`src/pkg/timer_pkg.sv`:
```
// constants, register map and carrier types of the 16-bit timer compare output stage
package timer_pkg;

  // bus geometry
  localparam int ADDR_W = 3;
  localparam int DATA_W = 16;

  // register indices on the plain register port
  localparam logic [ADDR_W-1:0] REG_CTRL    = 3'h0;
  localparam logic [ADDR_W-1:0] REG_COUNT   = 3'h1;
  localparam logic [ADDR_W-1:0] REG_COMPARE = 3'h2;
  localparam logic [ADDR_W-1:0] REG_PORT    = 3'h3;
  localparam logic [ADDR_W-1:0] REG_STATUS  = 3'h4;
  localparam logic [ADDR_W-1:0] REG_MASK    = 3'h5;

  // control register field positions
  localparam int CTRL_WGM_LSB   = 0;
  localparam int CTRL_WGM_W     = 4;
  localparam int CTRL_COM_LSB   = 4;
  localparam int CTRL_COM_W     = 2;
  localparam int CTRL_EN_BIT    = 6;
  localparam int CTRL_FORCE_BIT = 7;

  // port register field positions
  localparam int PORT_VAL_BIT = 0;
  localparam int PORT_DIR_BIT = 1;

  // status and mask layout
  localparam int STAT_OVF_BIT   = 0;
  localparam int STAT_MATCH_BIT = 1;
  localparam int STAT_W         = 2;

  // waveform mode selections that are not pulse width modulation
  localparam logic [3:0] WGM_NORMAL = 4'h0;
  localparam logic [3:0] WGM_CTC_A  = 4'h4;
  localparam logic [3:0] WGM_CTC_I  = 4'hc;

  // compare output mode encodings
  localparam logic [1:0] COM_OFF    = 2'h0;
  localparam logic [1:0] COM_TOGGLE = 2'h1;
  localparam logic [1:0] COM_CLEAR  = 2'h2;
  localparam logic [1:0] COM_SET    = 2'h3;

  // counter limits and reset values
  localparam logic [DATA_W-1:0] COUNT_MAX     = 16'hffff;
  localparam logic [DATA_W-1:0] COUNT_BOTTOM  = 16'h0000;
  localparam logic [DATA_W-1:0] COUNT_RESET   = 16'h0000;
  localparam logic [DATA_W-1:0] COMPARE_RESET = 16'h0000;
  localparam logic [STAT_W-1:0] STATUS_RESET  = 2'h0;
  localparam logic [STAT_W-1:0] MASK_RESET    = 2'h0;

  // register port request
  typedef struct packed {
    logic [ADDR_W-1:0] addr;
    logic [DATA_W-1:0] wdata;
    logic              wr;
    logic              rd;
  } bus_req_type;

  // stored control fields
  typedef struct packed {
    logic                  enable;
    logic [CTRL_COM_W-1:0] com;
    logic [CTRL_WGM_W-1:0] wgm;
  } ctrl_type;

  localparam ctrl_type CTRL_RESET = '{enable: 1'b0, com: COM_OFF, wgm: WGM_NORMAL};

endpackage

```
`src/logic/timer_compare_output.sv`:
```
// compare output stage and normal counting mode of a 16-bit timer with register port
//
// Added by the designer: the address-and-strobe port and the placing of the registers.

// Summary of operation
// reset clears internal compare output bit
// compare mode field picks action at match
// nonzero mode field overrides port output value
// pin drive follows direction bit only
// mode zero leaves output bit unchanged
// new mode takes effect at next match
// force strobe applies action at once, non-pwm
// counting ignores compare mode field
// pwm inverts or not; else set/clear/toggle
// compare mode never touches input capture
// normal mode always counts up, no clear
// counter wraps from maximum to zero
// overflow flag set when counter becomes zero
// overflow only set by hardware, cleared on service
// counter writable at any time
// output bit presettable before pin enabled
// software avoids reserved mode values
// force sets no flag, leaves counter alone
// 16-bit counter advances per enabled tick
module timer_compare_output (
  input  wire logic                           clk,
  input  wire logic                           sys_rst,
  input  wire timer_pkg::bus_req_type         bus_req,
  input  wire logic                           timer_tick,
  input  wire logic                           ovf_int_ack,
  output logic      [timer_pkg::DATA_W-1:0]   rdata,
  output logic                                irq,
  output logic                                pin_out,
  output logic                                pin_oe
);
  import timer_pkg::*;

  // stored state
  ctrl_type               ctrl;
  logic [DATA_W-1:0]      counter_value;
  logic [DATA_W-1:0]      compare_value;
  logic                   port_value;
  logic                   pin_direction_bit;
  logic [STAT_W-1:0]      status;
  logic [STAT_W-1:0]      mask;
  logic                   compare_output_bit;
  logic                   write_block;

  // next values and decode
  ctrl_type               next_ctrl;
  logic [DATA_W-1:0]      next_counter;
  logic                   next_block;
  logic                   next_oc;
  logic [STAT_W-1:0]      next_status;
  logic [STAT_W-1:0]      status_set;
  logic [STAT_W-1:0]      status_clr;
  logic [DATA_W-1:0]      read_word;
  logic                   wr_ctrl;
  logic                   wr_count;
  logic                   wr_compare;
  logic                   wr_port;
  logic                   wr_status;
  logic                   wr_mask;
  logic                   force_compare_strobe;
  logic                   force_fire;
  logic [CTRL_COM_W-1:0]  force_com;
  logic [CTRL_WGM_W-1:0]  force_wgm;
  logic                   pwm_mode;
  logic                   force_pwm;
  logic                   tick_en;
  logic                   compare_hit;
  logic                   wrap_hit;
  logic                   ovf_set;

  // compare output action; pwm mode here only sets or clears at the match,
  // the opposite edge at top belongs to the pwm modes left out of this block
  function automatic logic oc_action(input logic cur, input logic [1:0] com, input logic pwm);
    logic res;
    res = cur;
    case (com)
      COM_OFF:    res = cur;
      COM_TOGGLE: res = pwm ? cur : ~cur;       // reserved under pwm, held
      COM_CLEAR:  res = 1'b0;
      COM_SET:    res = 1'b1;
      default:    res = cur;
    endcase
    return res;
  endfunction

  function automatic logic is_pwm(input logic [3:0] wgm);
    return !((wgm == WGM_NORMAL) || (wgm == WGM_CTC_A) || (wgm == WGM_CTC_I));
  endfunction

  // address decode of the write strobe
  assign wr_ctrl    = bus_req.wr && (bus_req.addr == REG_CTRL);
  assign wr_count   = bus_req.wr && (bus_req.addr == REG_COUNT);
  assign wr_compare = bus_req.wr && (bus_req.addr == REG_COMPARE);
  assign wr_port    = bus_req.wr && (bus_req.addr == REG_PORT);
  assign wr_status  = bus_req.wr && (bus_req.addr == REG_STATUS);
  assign wr_mask    = bus_req.wr && (bus_req.addr == REG_MASK);

  // control word; force bit is a strobe and is never stored
  assign next_ctrl.enable = wr_ctrl ? bus_req.wdata[CTRL_EN_BIT] : ctrl.enable;
  assign next_ctrl.com    = wr_ctrl ? bus_req.wdata[CTRL_COM_LSB +: CTRL_COM_W] : ctrl.com;
  assign next_ctrl.wgm    = wr_ctrl ? bus_req.wdata[CTRL_WGM_LSB +: CTRL_WGM_W] : ctrl.wgm;

  // force uses the mode fields written in the same word, so one write both configures and fires
  assign force_compare_strobe = wr_ctrl && bus_req.wdata[CTRL_FORCE_BIT];
  assign force_com            = bus_req.wdata[CTRL_COM_LSB +: CTRL_COM_W];
  assign force_wgm            = bus_req.wdata[CTRL_WGM_LSB +: CTRL_WGM_W];
  assign force_pwm            = is_pwm(force_wgm);
  assign force_fire           = force_compare_strobe && !force_pwm;
  assign pwm_mode             = is_pwm(ctrl.wgm);

  // counting depends on the tick and the enable only, never on the mode fields
  assign tick_en      = timer_tick && ctrl.enable;
  assign compare_hit  = tick_en && (counter_value == compare_value) && !write_block;
  assign wrap_hit     = tick_en && (counter_value == COUNT_MAX);
  assign ovf_set      = wrap_hit && !wr_count;
  assign next_counter = wr_count ? bus_req.wdata :
                        tick_en  ? counter_value + 16'h0001 :
                        counter_value;

  // a counter write hides the match of the following tick, as a preset equal
  // to the compare value would otherwise fire at once
  assign next_block = wr_count ? 1'b1 : (tick_en ? 1'b0 : write_block);

  // output bit: force beats a match landing in the same cycle; the match reads
  // the mode field held at that moment, so a new mode waits for the next match
  assign next_oc = force_fire  ? oc_action(compare_output_bit, force_com, force_pwm) :
                   compare_hit ? oc_action(compare_output_bit, ctrl.com, pwm_mode) :
                   compare_output_bit;

  // sticky event bits; force never reaches the match flag
  assign status_set[STAT_OVF_BIT]   = ovf_set;
  assign status_set[STAT_MATCH_BIT] = compare_hit;
  assign status_clr[STAT_OVF_BIT]   = (wr_status && bus_req.wdata[STAT_OVF_BIT]) || ovf_int_ack;
  assign status_clr[STAT_MATCH_BIT] = wr_status && bus_req.wdata[STAT_MATCH_BIT];

  // set wins over clear so an event in the clearing cycle survives
  generate
    for (genvar i = 0; i < STAT_W; i++) begin : g_status
      assign next_status[i] = status_set[i] || (status[i] && !status_clr[i]);
    end
  endgenerate

  // read mux; unmapped indices read zero
  always_comb begin
    read_word = '0;
    case (bus_req.addr)
      REG_CTRL:    read_word = {8'h00, 1'b0, ctrl.enable, ctrl.com, ctrl.wgm};
      REG_COUNT:   read_word = counter_value;
      REG_COMPARE: read_word = compare_value;
      REG_PORT:    read_word = {14'h0, pin_direction_bit, port_value};
      REG_STATUS:  read_word = {14'h0, status};
      REG_MASK:    read_word = {14'h0, mask};
      default:     read_word = '0;
    endcase
  end

  // timer core registers
  always_ff @(posedge clk) begin
    if (sys_rst) begin
      ctrl               <= CTRL_RESET;
      counter_value      <= COUNT_RESET;
      compare_value      <= COMPARE_RESET;
      write_block        <= 1'b0;
      compare_output_bit <= 1'b0;
    end else begin
      ctrl               <= next_ctrl;
      counter_value      <= next_counter;
      compare_value      <= wr_compare ? bus_req.wdata : compare_value;
      write_block        <= next_block;
      compare_output_bit <= next_oc;
    end
  end

  // port, status and mask registers
  always_ff @(posedge clk) begin
    if (sys_rst) begin
      port_value        <= 1'b0;
      pin_direction_bit <= 1'b0;
      status            <= STATUS_RESET;
      mask              <= MASK_RESET;
    end else begin
      port_value        <= wr_port ? bus_req.wdata[PORT_VAL_BIT] : port_value;
      pin_direction_bit <= wr_port ? bus_req.wdata[PORT_DIR_BIT] : pin_direction_bit;
      status            <= next_status;
      mask              <= wr_mask ? bus_req.wdata[STAT_W-1:0] : mask;
    end
  end

  // registered outputs; the pin lags its sources by one clock
  always_ff @(posedge clk) begin
    if (sys_rst) begin
      rdata   <= '0;
      irq     <= 1'b0;
      pin_out <= 1'b0;
      pin_oe  <= 1'b0;
    end else begin
      rdata   <= bus_req.rd ? read_word : '0;
      irq     <= |(status & mask);
      pin_out <= (ctrl.com != COM_OFF) ? compare_output_bit : port_value;
      pin_oe  <= pin_direction_bit;
    end
  end

  // the mode field feeds only the output path above; no capture logic reads it

  // ---- checks ----
  property p_reset_clears_oc;
    @(posedge clk) sys_rst |=> (compare_output_bit == 1'b0);
  endproperty
  a_reset_clears_oc: assert property (p_reset_clears_oc) else $error("output bit not cleared by reset");

  property p_mode_zero_holds;
    @(posedge clk) disable iff (sys_rst)
      (compare_hit && (ctrl.com == COM_OFF) && !force_compare_strobe) |=> $stable(compare_output_bit);
  endproperty
  a_mode_zero_holds: assert property (p_mode_zero_holds) else $error("mode zero changed output bit");

  property p_toggle_on_match;
    @(posedge clk) disable iff (sys_rst)
      (compare_hit && !pwm_mode && (ctrl.com == COM_TOGGLE) && !force_compare_strobe)
        |=> (compare_output_bit != $past(compare_output_bit));
  endproperty
  a_toggle_on_match: assert property (p_toggle_on_match) else $error("toggle at match missing");

  property p_clear_on_match;
    @(posedge clk) disable iff (sys_rst)
      (compare_hit && (ctrl.com == COM_CLEAR) && !force_compare_strobe) |=> !compare_output_bit;
  endproperty
  a_clear_on_match: assert property (p_clear_on_match) else $error("clear at match missing");

  property p_force_set;
    @(posedge clk) disable iff (sys_rst)
      (force_compare_strobe && !force_pwm && (force_com == COM_SET)) |=> compare_output_bit ##1 pin_oe == $past(pin_direction_bit);
  endproperty
  a_force_set: assert property (p_force_set) else $error("force did not set output bit");

  property p_force_no_side_effect;
    @(posedge clk) disable iff (sys_rst)
      (force_compare_strobe && !compare_hit && !tick_en && !wr_count)
        |=> (status[STAT_MATCH_BIT] == $past(status[STAT_MATCH_BIT])) && $stable(counter_value);
  endproperty
  a_force_no_side_effect: assert property (p_force_no_side_effect) else $error("force touched flag or counter");

  property p_pin_override;
    @(posedge clk) disable iff (sys_rst)
      !$past(sys_rst) |-> pin_out == (($past(ctrl.com) != COM_OFF) ? $past(compare_output_bit) : $past(port_value));
  endproperty
  a_pin_override: assert property (p_pin_override) else $error("pin source wrong");

  property p_pin_direction;
    @(posedge clk) disable iff (sys_rst) !$past(sys_rst) |-> (pin_oe == $past(pin_direction_bit));
  endproperty
  a_pin_direction: assert property (p_pin_direction) else $error("pin drive not from direction bit");

  property p_wrap_sets_flag;
    @(posedge clk) disable iff (sys_rst)
      (wrap_hit && !wr_count) |=> (counter_value == COUNT_BOTTOM) && status[STAT_OVF_BIT];
  endproperty
  a_wrap_sets_flag: assert property (p_wrap_sets_flag) else $error("wrap or overflow flag wrong");

  property p_overflow_sticky;
    @(posedge clk) disable iff (sys_rst)
      (status[STAT_OVF_BIT] && !status_clr[STAT_OVF_BIT]) |=> status[STAT_OVF_BIT];
  endproperty
  a_overflow_sticky: assert property (p_overflow_sticky) else $error("overflow flag lost");

  property p_count_up;
    @(posedge clk) disable iff (sys_rst)
      (tick_en && !wr_count && (ctrl.wgm == WGM_NORMAL) && (counter_value != COUNT_MAX))
        |=> (counter_value == $past(counter_value) + 16'h0001);
  endproperty
  a_count_up: assert property (p_count_up) else $error("counter did not step by one");

  property p_count_write;
    @(posedge clk) disable iff (sys_rst) wr_count |=> (counter_value == $past(bus_req.wdata));
  endproperty
  a_count_write: assert property (p_count_write) else $error("counter write lost");

  property p_irq_level;
    @(posedge clk) disable iff (sys_rst) !$past(sys_rst) |-> (irq == |($past(status) & $past(mask)));
  endproperty
  a_irq_level: assert property (p_irq_level) else $error("interrupt level wrong");

  // p_oc_holds, p_count_hold and p_overflow_by_wrap below name the only events allowed to move what they watch
  property p_oc_holds;
    @(posedge clk) disable iff (sys_rst)
      (!force_fire && !compare_hit)
        |=> $stable(compare_output_bit);
  endproperty
  a_oc_holds: assert property (p_oc_holds) else $error("output bit moved without event");

  property p_force_clear;
    @(posedge clk) disable iff (sys_rst)
      (force_fire && (force_com == COM_CLEAR))
        |=> !compare_output_bit;
  endproperty
  a_force_clear: assert property (p_force_clear) else $error("force did not clear output bit");

  property p_force_toggle;
    @(posedge clk) disable iff (sys_rst)
      (force_fire && (force_com == COM_TOGGLE))
        |=> (compare_output_bit != $past(compare_output_bit));
  endproperty
  a_force_toggle: assert property (p_force_toggle) else $error("force did not toggle output bit");

  property p_force_refused_pwm;
    @(posedge clk) disable iff (sys_rst)
      (force_compare_strobe && force_pwm && !compare_hit)
        |=> $stable(compare_output_bit);
  endproperty
  a_force_refused_pwm: assert property (p_force_refused_pwm) else $error("force acted in pwm mode");

  property p_match_sets_flag;
    @(posedge clk) disable iff (sys_rst)
      compare_hit
        |=> status[STAT_MATCH_BIT];
  endproperty
  a_match_sets_flag: assert property (p_match_sets_flag) else $error("match flag not set");

  property p_count_any_mode;
    @(posedge clk) disable iff (sys_rst)
      (tick_en && !wr_count && (ctrl.wgm != WGM_NORMAL))
        |=> (counter_value == $past(counter_value) + 16'h0001);
  endproperty
  a_count_any_mode: assert property (p_count_any_mode) else $error("counting depends on mode");

  property p_count_hold;
    @(posedge clk) disable iff (sys_rst)
      (!tick_en && !wr_count)
        |=> $stable(counter_value);
  endproperty
  a_count_hold: assert property (p_count_hold) else $error("counter moved without tick");

  property p_match_no_clear;
    @(posedge clk) disable iff (sys_rst)
      (compare_hit && !wr_count)
        |=> (counter_value == $past(counter_value) + 16'h0001);
  endproperty
  a_match_no_clear: assert property (p_match_no_clear) else $error("match cleared the counter");

  property p_overflow_by_wrap;
    @(posedge clk) disable iff (sys_rst)
      $rose(status[STAT_OVF_BIT])
        |-> $past(ovf_set);
  endproperty
  a_overflow_by_wrap: assert property (p_overflow_by_wrap) else $error("overflow flag set without wrap");

  property p_overflow_service;
    @(posedge clk) disable iff (sys_rst)
      (ovf_int_ack && !ovf_set)
        |=> !status[STAT_OVF_BIT];
  endproperty
  a_overflow_service: assert property (p_overflow_service) else $error("service left overflow flag");

  property p_match_flag_clear;
    @(posedge clk) disable iff (sys_rst)
      (wr_status && bus_req.wdata[STAT_MATCH_BIT] && !compare_hit)
        |=> !status[STAT_MATCH_BIT];
  endproperty
  a_match_flag_clear: assert property (p_match_flag_clear) else $error("match flag not cleared");

  property p_rdata_idle;
    @(posedge clk) disable iff (sys_rst)
      !bus_req.rd
        |=> (rdata == '0);
  endproperty
  a_rdata_idle: assert property (p_rdata_idle) else $error("read data without read");

  c_overflow:   cover property (@(posedge clk) disable iff (sys_rst) ovf_set ##1 irq);
  c_toggle:     cover property (@(posedge clk) disable iff (sys_rst) compare_hit && ctrl.com == COM_TOGGLE);
  c_force:      cover property (@(posedge clk) disable iff (sys_rst) force_fire ##2 pin_out && pin_oe);
  c_blocked:    cover property (@(posedge clk) disable iff (sys_rst)
                                tick_en && write_block && counter_value == compare_value);
  c_refused:    cover property (@(posedge clk) disable iff (sys_rst) force_compare_strobe && force_pwm);

endmodule

```
`config.mk`:
```
export PLATFORM = sky130hd
export DESIGN_NAME = timer_compare_output
export DESIGN_NICKNAME = d
export VERILOG_FILES = /design/src/pkg/timer_pkg.sv /design/src/logic/timer_compare_output.sv
export SDC_FILE = /design/constraint.sdc
export NUM_CORES = 1
export LEC_CHECK = 0
export BUFFER_PORTS_ARGS = -buffer_cell sky130_fd_sc_hd__buf_2
export CAP_MARGIN = 30
export CORE_MARGIN = 4
export CORE_UTILIZATION = 55
export DETAILED_ROUTE_END_ITERATION = 10
export PLACE_DENSITY = 0.79
export SETUP_SLACK_MARGIN = 0.02
export SLEW_MARGIN = 25
export SYNTH_ARGS = -nofsm -noshare
export SYNTH_HDL_FRONTEND = slang
export SYNTH_SLANG_ARGS = --single-unit
```
`constraint.sdc`:
```
create_clock -name clk -period 4.3 [get_ports clk]
set_input_delay 0.86 -clock clk [delete_from_list [all_inputs] [get_ports clk]]
set_output_delay 0.86 -clock clk [all_outputs]
set_load 0.02 [all_outputs]
```
==> run summary, run 1 <==
The largest single stage delay on the critical path is 0.51 ns. Yosys mapped a number of flops with a built-in enable equal to 0. The final clock period utilization by the worst path is 0.538, and the total I/O pin count is 44. Synthesis handed over a netlist of 365 instances. The category of the worst setup path launch point was an input port.

For this run, the leading register cell type out of synthesis is dfxtp_1. In the routed design, unresolved DRC markers number 0. Counting distinct cell types in the post-synthesis netlist gives 42.

Setup repair after global routing left no endpoint under its margin. The number of buffer and inverter stages on the critical path was 1; the growth of design area from synthesis to finish was 14.2%. The first global-routing pass estimated 12000 µm of wire. After detailed routing, the total wire length is 7330 µm. The final number of setup-violating endpoints is 0, and the total clock buffers created by CTS is 9. The run gives 0 as the number of nets with antenna violations after routing.

TritonCTS built the clock tree. The run gives 4.52 ns as the required time at the endpoint of the critical path. The die covers 0.00681 mm². Root buffer selected by CTS: clkbuf_8. The hold path startpoint is write_block. The share of synthesized registers carrying an async set or reset works out to 0. The logs give 2.42 ns for the worst-case register-to-register setup slack and 432 MHz for the maximum frequency from static timing analysis. The clock edge transition at the registers on the reported setup and hold paths is 0.07 ns, and the power density of the placed cells is 373 mW/mm². The slowest cell on the critical path is nor4b_4. The total chip power is 1.30 mW.

The count of input and output buffers is 43. The tools report the relative slew slack as 0.481. After layout, the worst setup slack is 1.98 ns. At the end of the flow, the number of nets in the layout was 422. The average instance in the mapped netlist occupies 8.37 µm². When the netlist entered floorplanning its net count stood at 391. Tracing the worst setup path back leads to its startpoint at bus_req[18]. For the maximum ir drop on the vdd rail, the log shows 0.000261 V. The worst setup path category was in2reg.

The tools report the startpoint of the worst register-to-register path as counter_value[0]. The total via count in the routed design is 2667, and the number of max-capacitance violations reported is 0. Post-cts resize count: 0.

The worst setup path is captured at a flop. The clock reaches the later pin of the worst-skew pair after 0.33 ns. The starting utilization of the core area was 0.583; the die span in x was 82.5 µm. Walking the worst path, the cells encountered are buf_2 > nor4b_4 > o2111ai_2 > o21a_1 > a31oi_1 > mux2_1.

Between clock sinks in the finished design, the worst skew comes to 0.00906 ns. For the number of pins with negative max-slew slack in the final report, the log shows 0. The dominant delay contributor by cell family on the critical path was compound AO/OA/AOI/OAI gates. Prior to clock tree synthesis, the placed netlist has a worst setup slack of 1.64 ns. The tools report the number of antenna violations at the first check in global routing as 0. The hold-fix buffer count after cts is 0. The total number of placement rows is 26, and the number of buffers on the longest clock path is 2. The flow ran to the end, and the final reports show no timing, DRC or antenna violations. The aggregate global routing overflow came out at 0. The clock sink total was 66. The post-detailed-route wirelength per cell works out to 15.6 µm. The first detailed-routing pass ran for 5 iterations. Of all nets on the critical path, the largest fanout is 18.

The height of the die is 82.5 µm, and the placer congestion estimate is 0.868. For the finished layout, the period the worst path requires is 2.32 ns. Post-CTS timing repair inserted 0 buffers for setup. Fill cells in the final layout number 444. Entering global routing, the biggest net connects 55 pins. Final setup TNS: 0 ns.

The min-delay analysis places its worst path in the category reg2reg. The post-synth design cell area was 0.00305 mm². The run gives 0.232 as the global router's overall resource usage.

The run gives 0.00524 mm² as the core footprint. The H-tree depth came out at 3. The analysis attributes to cell leakage a power of 1.32 nW. For the proportion of synthesized chip area in sequential cells, the log shows 0.433.

The worst-margin pin slew was 0.777 ns; the number of global-route vias before repair was 2403. The logs give 2.54 ns for the critical path data arrival time and 0 for the number of warnings reported in the yosys synthesis log. After synthesis the netlist holds a flip-flop and latch count of 66. The average via count per standard cell works out to 5.66. The repair_antennas step left the layout with diodes totalling 0.

The first-iteration detailed-routing DRC count was 182; the fraction of the core area covered by cells at the end of the flow was 0.666. After legalization and detailed placement, the total HPWL measured 5090 µm. The fraction of final layout cells with drive strength greater than 1 is 0.160. The tools report the count of final hold-check violations as 0.
flip-flops by register name, summed over array words and instances (netlist names):
name	cells
ctrl	7
write_block	1
compare_value	16
compare_output_bit	1
mask	2
status	2
irq	1
pin_out	1
pin_oe	1
pin_direction_bit	1
port_value	1
rdata	16
counter_value	16
per-stage QoR:
stage               hold slack, ns  instance area [µm²]  instances
global placement             0.445                 3250        454
CTS                          0.464                 3470        470
floorplan                    0.437                 3050        365
global route                 0.492                 3490        471
detailed placement           0.454                 3250        454
finish                       0.464                 3490        471
final timing paths:
check	to	cells after the start
max	compare_output_bit	6
min	write_block	2
max reg2reg	compare_output_bit	5
min reg2reg	write_block	2
layout make-up:
cell class                      count  area (µm²)  area share
Multi-Input combinational cell    271        1620       0.463
Sequential cell                    66        1320       0.379
Timing Repair Buffer               44         235      0.0674
Clock buffer                       14         153      0.0438
Tap cell                           70        87.6      0.0251
Clock inverter                      2        60.1      0.0172
Inverter                            4        15.0     0.00430
worst min-delay path, cell delays in order, from the launching register on:
cell,delay (ns)
dfxtp_1,0.31
nand2_1,0.05
a21oi_1,0.05
cell families after synthesis:
logic type / share of synthesized area
AND/OR/NAND/NOR: 0.234
AO/OA/AOI/OAI: 0.143
flip-flops: 0.433
XOR/XNOR: 0.0889
buffers and inverters: 0.0406
multiplexers: 0.0569
adder cells (fa/ha/maj): 0.00410
report_power, final:
group	switching, mW	internal, mW
registers	0.0164	0.623
logic	0.0602	0.0380
clock network	0.218	0.344
layer usage:
layer / GRT usage / part of all wire
met4: 0.0784 / 0.012
met3: 0.0358 / 0.057
met5: 0 / 0
met2: 0.351 / 0.45
met1: 0.336 / 0.48
Yosys cell counts (all sizes together) (2+ instances only):
cell type  number  area, µm²
nor4            2       18.8
mux2i          14        140
nand4           9       56.3
xnor2          20        175
nand3           9       45.0
nor2           52        195
clkbuf         15       58.8
inv             4       15.0
buf             9       50.0
a211oi         15        113
and3            2       12.5
mux2            3       33.8
dfxtp          66       1320
nor3            2       10.0
xor2           11       96.3
nor2b           6       37.5
nand2          60        225
a21oi          32        160
and4            3       26.3
and3b           2       17.5
a22oi          13       97.6
placed cells by master, fill, tap and decap left out, types with 2 or more instances in the layout:
cell	count
a211oi_1	15
a21oi_1	32
a22oi_1	13
and3_1	2
and3b_1	2
and4_1	3
buf_2	43
bufinv_16	2
clkbuf_1	4
clkbuf_8	10
dfxtp_1	66
inv_1	4
mux2_2	2
mux2i_1	14
nand2_1	60
nand3_1	8
nand4_1	9
nor2_1	52
nor2b_1	5
nor3_1	2
xnor2_1	20
xor2_1	11
No activity file was read; power rests on OpenSTA's default activity.
==> run 2: changes to the inputs <==
==> constraint.sdc (replaced) <==
create_clock -name clk -period 2.3 [get_ports clk]
set_input_delay 0.46 -clock clk [delete_from_list [all_inputs] [get_ports clk]]
set_output_delay 0.46 -clock clk [all_outputs]
set_load 0.02 [all_outputs]
==> run summary, run 2 (same netlist as run 1, synthesis figures left out) <==
For the global router's overall resource usage, the log shows 0.229 (-0.00356). The height of the die is 82.5 µm (unchanged). For the floorplan die area, the log shows 0.00681 mm² (unchanged).

In this run the critical register-to-register path is captured at compare_output_bit. The run gives 5310 µm (+4.4%) as the HPWL reported at the end of detailed placement. The flow ran to the end, and the final reports show no timing, DRC or antenna violations.

The largest fanout on the critical path came out at 6 (-12). The placer congestion estimate was 0.862 (-0.78%). The class of the worst hold path was in2reg. The largest incremental delay on the critical path is 0.47 ns (-0.04 ns), and the count of final hold-check violations is 0 (unchanged).

The post-cts resize count is 0 (unchanged), and the final setup TNS is 0 ns (unchanged). The final wirelength is 7220 µm (-1.5%), and the core footprint is 0.00524 mm² (unchanged). The tools report the number of buffers on the longest clock path as 2 (unchanged). Traced cell by cell, the critical path runs through xnor2_1 > nand4_1 > nor4_1 > a31oi_1 > mux2_1.

The routed design could run at a clock period as short as 1.90 ns. The leakage power of the design was 1.33 nW (+1.0%); the hold-fix buffer count after cts was 0 (unchanged). The register share of total power was 0.518 (+0.026); the first-iteration detailed-routing DRC count was 201 (+10%). The starting utilization of the core area was 0.583 (unchanged). The net switching share of the total power is 0.248 (+0.0217), and the H-tree depth is 3 (unchanged). The number of pins with negative max-slew slack in the final report was 0 (unchanged). The worst-case register-to-register setup slack is 0.40 ns (-2.02 ns), and the wire length of the first global-routing pass is 11700 µm (-2.0%).

For the maximum ir drop on the vdd rail, the log shows 0.000502 V (+92%). The die span in x is 82.5 µm (unchanged), and the antenna diode count is 0 (unchanged). The root buffer cell chosen for the clock tree is clkbuf_8. For the number of global-route vias before repair, the log shows 2458 (+2.3%). The required time at the endpoint of the critical path came out at 2.52 ns (-2.00 ns).

The clock edge transition at the registers on the reported setup and hold paths is 0.08 ns (about the same). The tools report the startpoint of the worst register-to-register path as counter_value[11]. The aggregate global routing overflow is 0 (unchanged), and the worst-margin pin slew is 0.561 ns (-0.216 ns). The number of setup buffers added after CTS is 0 (unchanged), and the count of input and output buffers is 43 (unchanged).

The run gives 9 (unchanged) as the total clock buffers created by CTS. TritonCTS built the clock tree. For the number of nets with antenna violations after routing, the log shows 0 (unchanged). The average via count per standard cell came out at 5.68 (+0.27%).

The tools report the reported net switching power as 574 µW (+95%). The post-detailed-route wirelength per cell was 15.1 µm (-2.9%). The critical path data arrival time is 2.12 ns (-0.42 ns). The relative slew slack came out at 0.625 (+0.144). The clock sink total came out at 66 (unchanged).

Dominant delay contributor by cell family on the critical path: simple AND/OR/NAND/NOR gates. The worst-case reg-to-reg path depth works out to 5 (unchanged). For the maximum frequency from static timing analysis, the log shows 527 MHz. The net count reported at finish is 429 (+1.7%), and the final number of setup-violating endpoints is 0 (unchanged). Number of buffer and inverter stages on the critical path: 0 (-1). The total via count in the routed design was 2714 (+1.8%). The tools report the category of the worst setup path launch point as a flop. Tracing the worst setup path back leads to its startpoint at counter_value[11].

The total I/O pin count came out at 44 (unchanged). The slowest cell on the critical path was dfxtp_1. The insertion delay to the later sink of the worst-skew pair is 0.34 ns (about the same). The tools report the share of total power in the clock network as 0.403 (-0.029). The most critical setup path has its endpoint at compare_output_bit. The count of cell instances traversed by the critical path was 5 (-1); the total number of placement rows was 26 (unchanged). In the layout the commonest cells are dfxtp_1, nand2_1, nor2_1. The first-pass iteration count of the detailed router is 4 (-1). The tools report the maximum number of pins on one net before global-route repair as 35 (-36%). The power density of the placed cells is 661 mW/mm² (+77%). Most frequent standard cell in the layout excluding fill and tap cells: dfxtp_1.

The hold path startpoint is bus_req[14]. The worst-case clock skew is 0.0108 ns (+0.00175 ns). The largest registers in the layout are compare_value x16, counter_value x16, rdata x16. Fraction of final layout cells with drive strength greater than 1: 0.174 (+0.0144). Setup repair after global routing left no endpoint under its margin. The growth of design area from synthesis to finish was 14.4%. The number of max-capacitance violations reported came out at 0 (unchanged). Capturing element type of the critical path: a flop. The final clock period utilization by the worst path is 0.825. The internal power summed over all cells is 1.74 mW (+73%). The DRC violations left was 0 (unchanged); the portion of total power attributed to combinational logic was 0.079 (+0.003). The setup path with the least slack is of type reg2reg. The logs give 0.667 (+0.00119) for the fraction of the core area covered by cells at the end of the flow and 0 (unchanged) for the number of antenna violations at the first check in global routing.
==> run 2: changes by cell type in the layout (fill, tap and decap cells not counted), moves of 2 or more <==
| cell | before | now |
|---|---|---|
| clkbuf_1 | 4 | 2 |
| clkinvlp_4 | 0 | 2 |
| buf_4 | 0 | 7 |
| clkinv_2 | 0 | 2 |
==> run 2: through the flow <==
| stage | std cells | area (µm²) | total power, mW | setup WS, ns | hold WS, ns |
|---|---|---|---|---|---|
| floorplan | 365 | 3050 | 1.33 | 0.371 | 0.437 |
| global placement | 461 | 3300 | 1.40 | 0.354 | 0.442 |
| detailed placement | 461 | 3300 | 1.40 | 0.264 | 0.455 |
| CTS | 477 | 3490 | 2.31 | 0.446 | 0.358 |
| global route | 478 | 3490 | 2.39 | 0.306 | 0.371 |
| finish | 478 | 3490 | 2.31 | 0.403 | 0.366 |
==> run 2: worst min path at each step <==
stage	to	slack (ns)	cells past startpoint
2_1_floorplan	write_block	0.44	2
3_3_place_gp	write_block	0.44	2
3_5_place_dp	write_block	0.46	2
4_1_cts	compare_value[12]	0.36	3
5_1_grt	compare_value[12]	0.37	3
6_report	compare_value[12]	0.37	3
==> run 2: worst min-delay path, stage by stage <==
cell	delay [ns]
buf_2	0.10
nand2_1	0.05
a21oi_1	0.05
==> run 2: routing by layer <==
layer / GRT usage / routed length (µm) / vias to the layer above
met4: 0.0866 / 130 / 0
met1: 0.324 / 3380 / 1263
li1: - / - / 1335
met3: 0.0412 / 550 / 14
met5: 0 / 0 / -
met2: 0.345 / 3160 / 102
==> run 2: final cells by class <==
class                      count  area, µm²
multi-input combinational    271       1610
timing repair buffer          51        275
fill                         436       1740
clock inverter                 5       55.1
tap                           70       87.6
clock buffer                  11        131
sequential                    66       1320
inverter                       4       15.0
==> run 2: power by group through the flow <==
stage          clock, mW  combinational [mW]  sequential, mW
2_1_floorplan          0               0.122            1.21
3_3_place_gp           0               0.175            1.22
4_1_cts            0.938               0.181            1.19
3_5_place_dp           0               0.180            1.22
5_1_grt            0.986               0.202            1.20
6_report           0.932               0.183            1.20
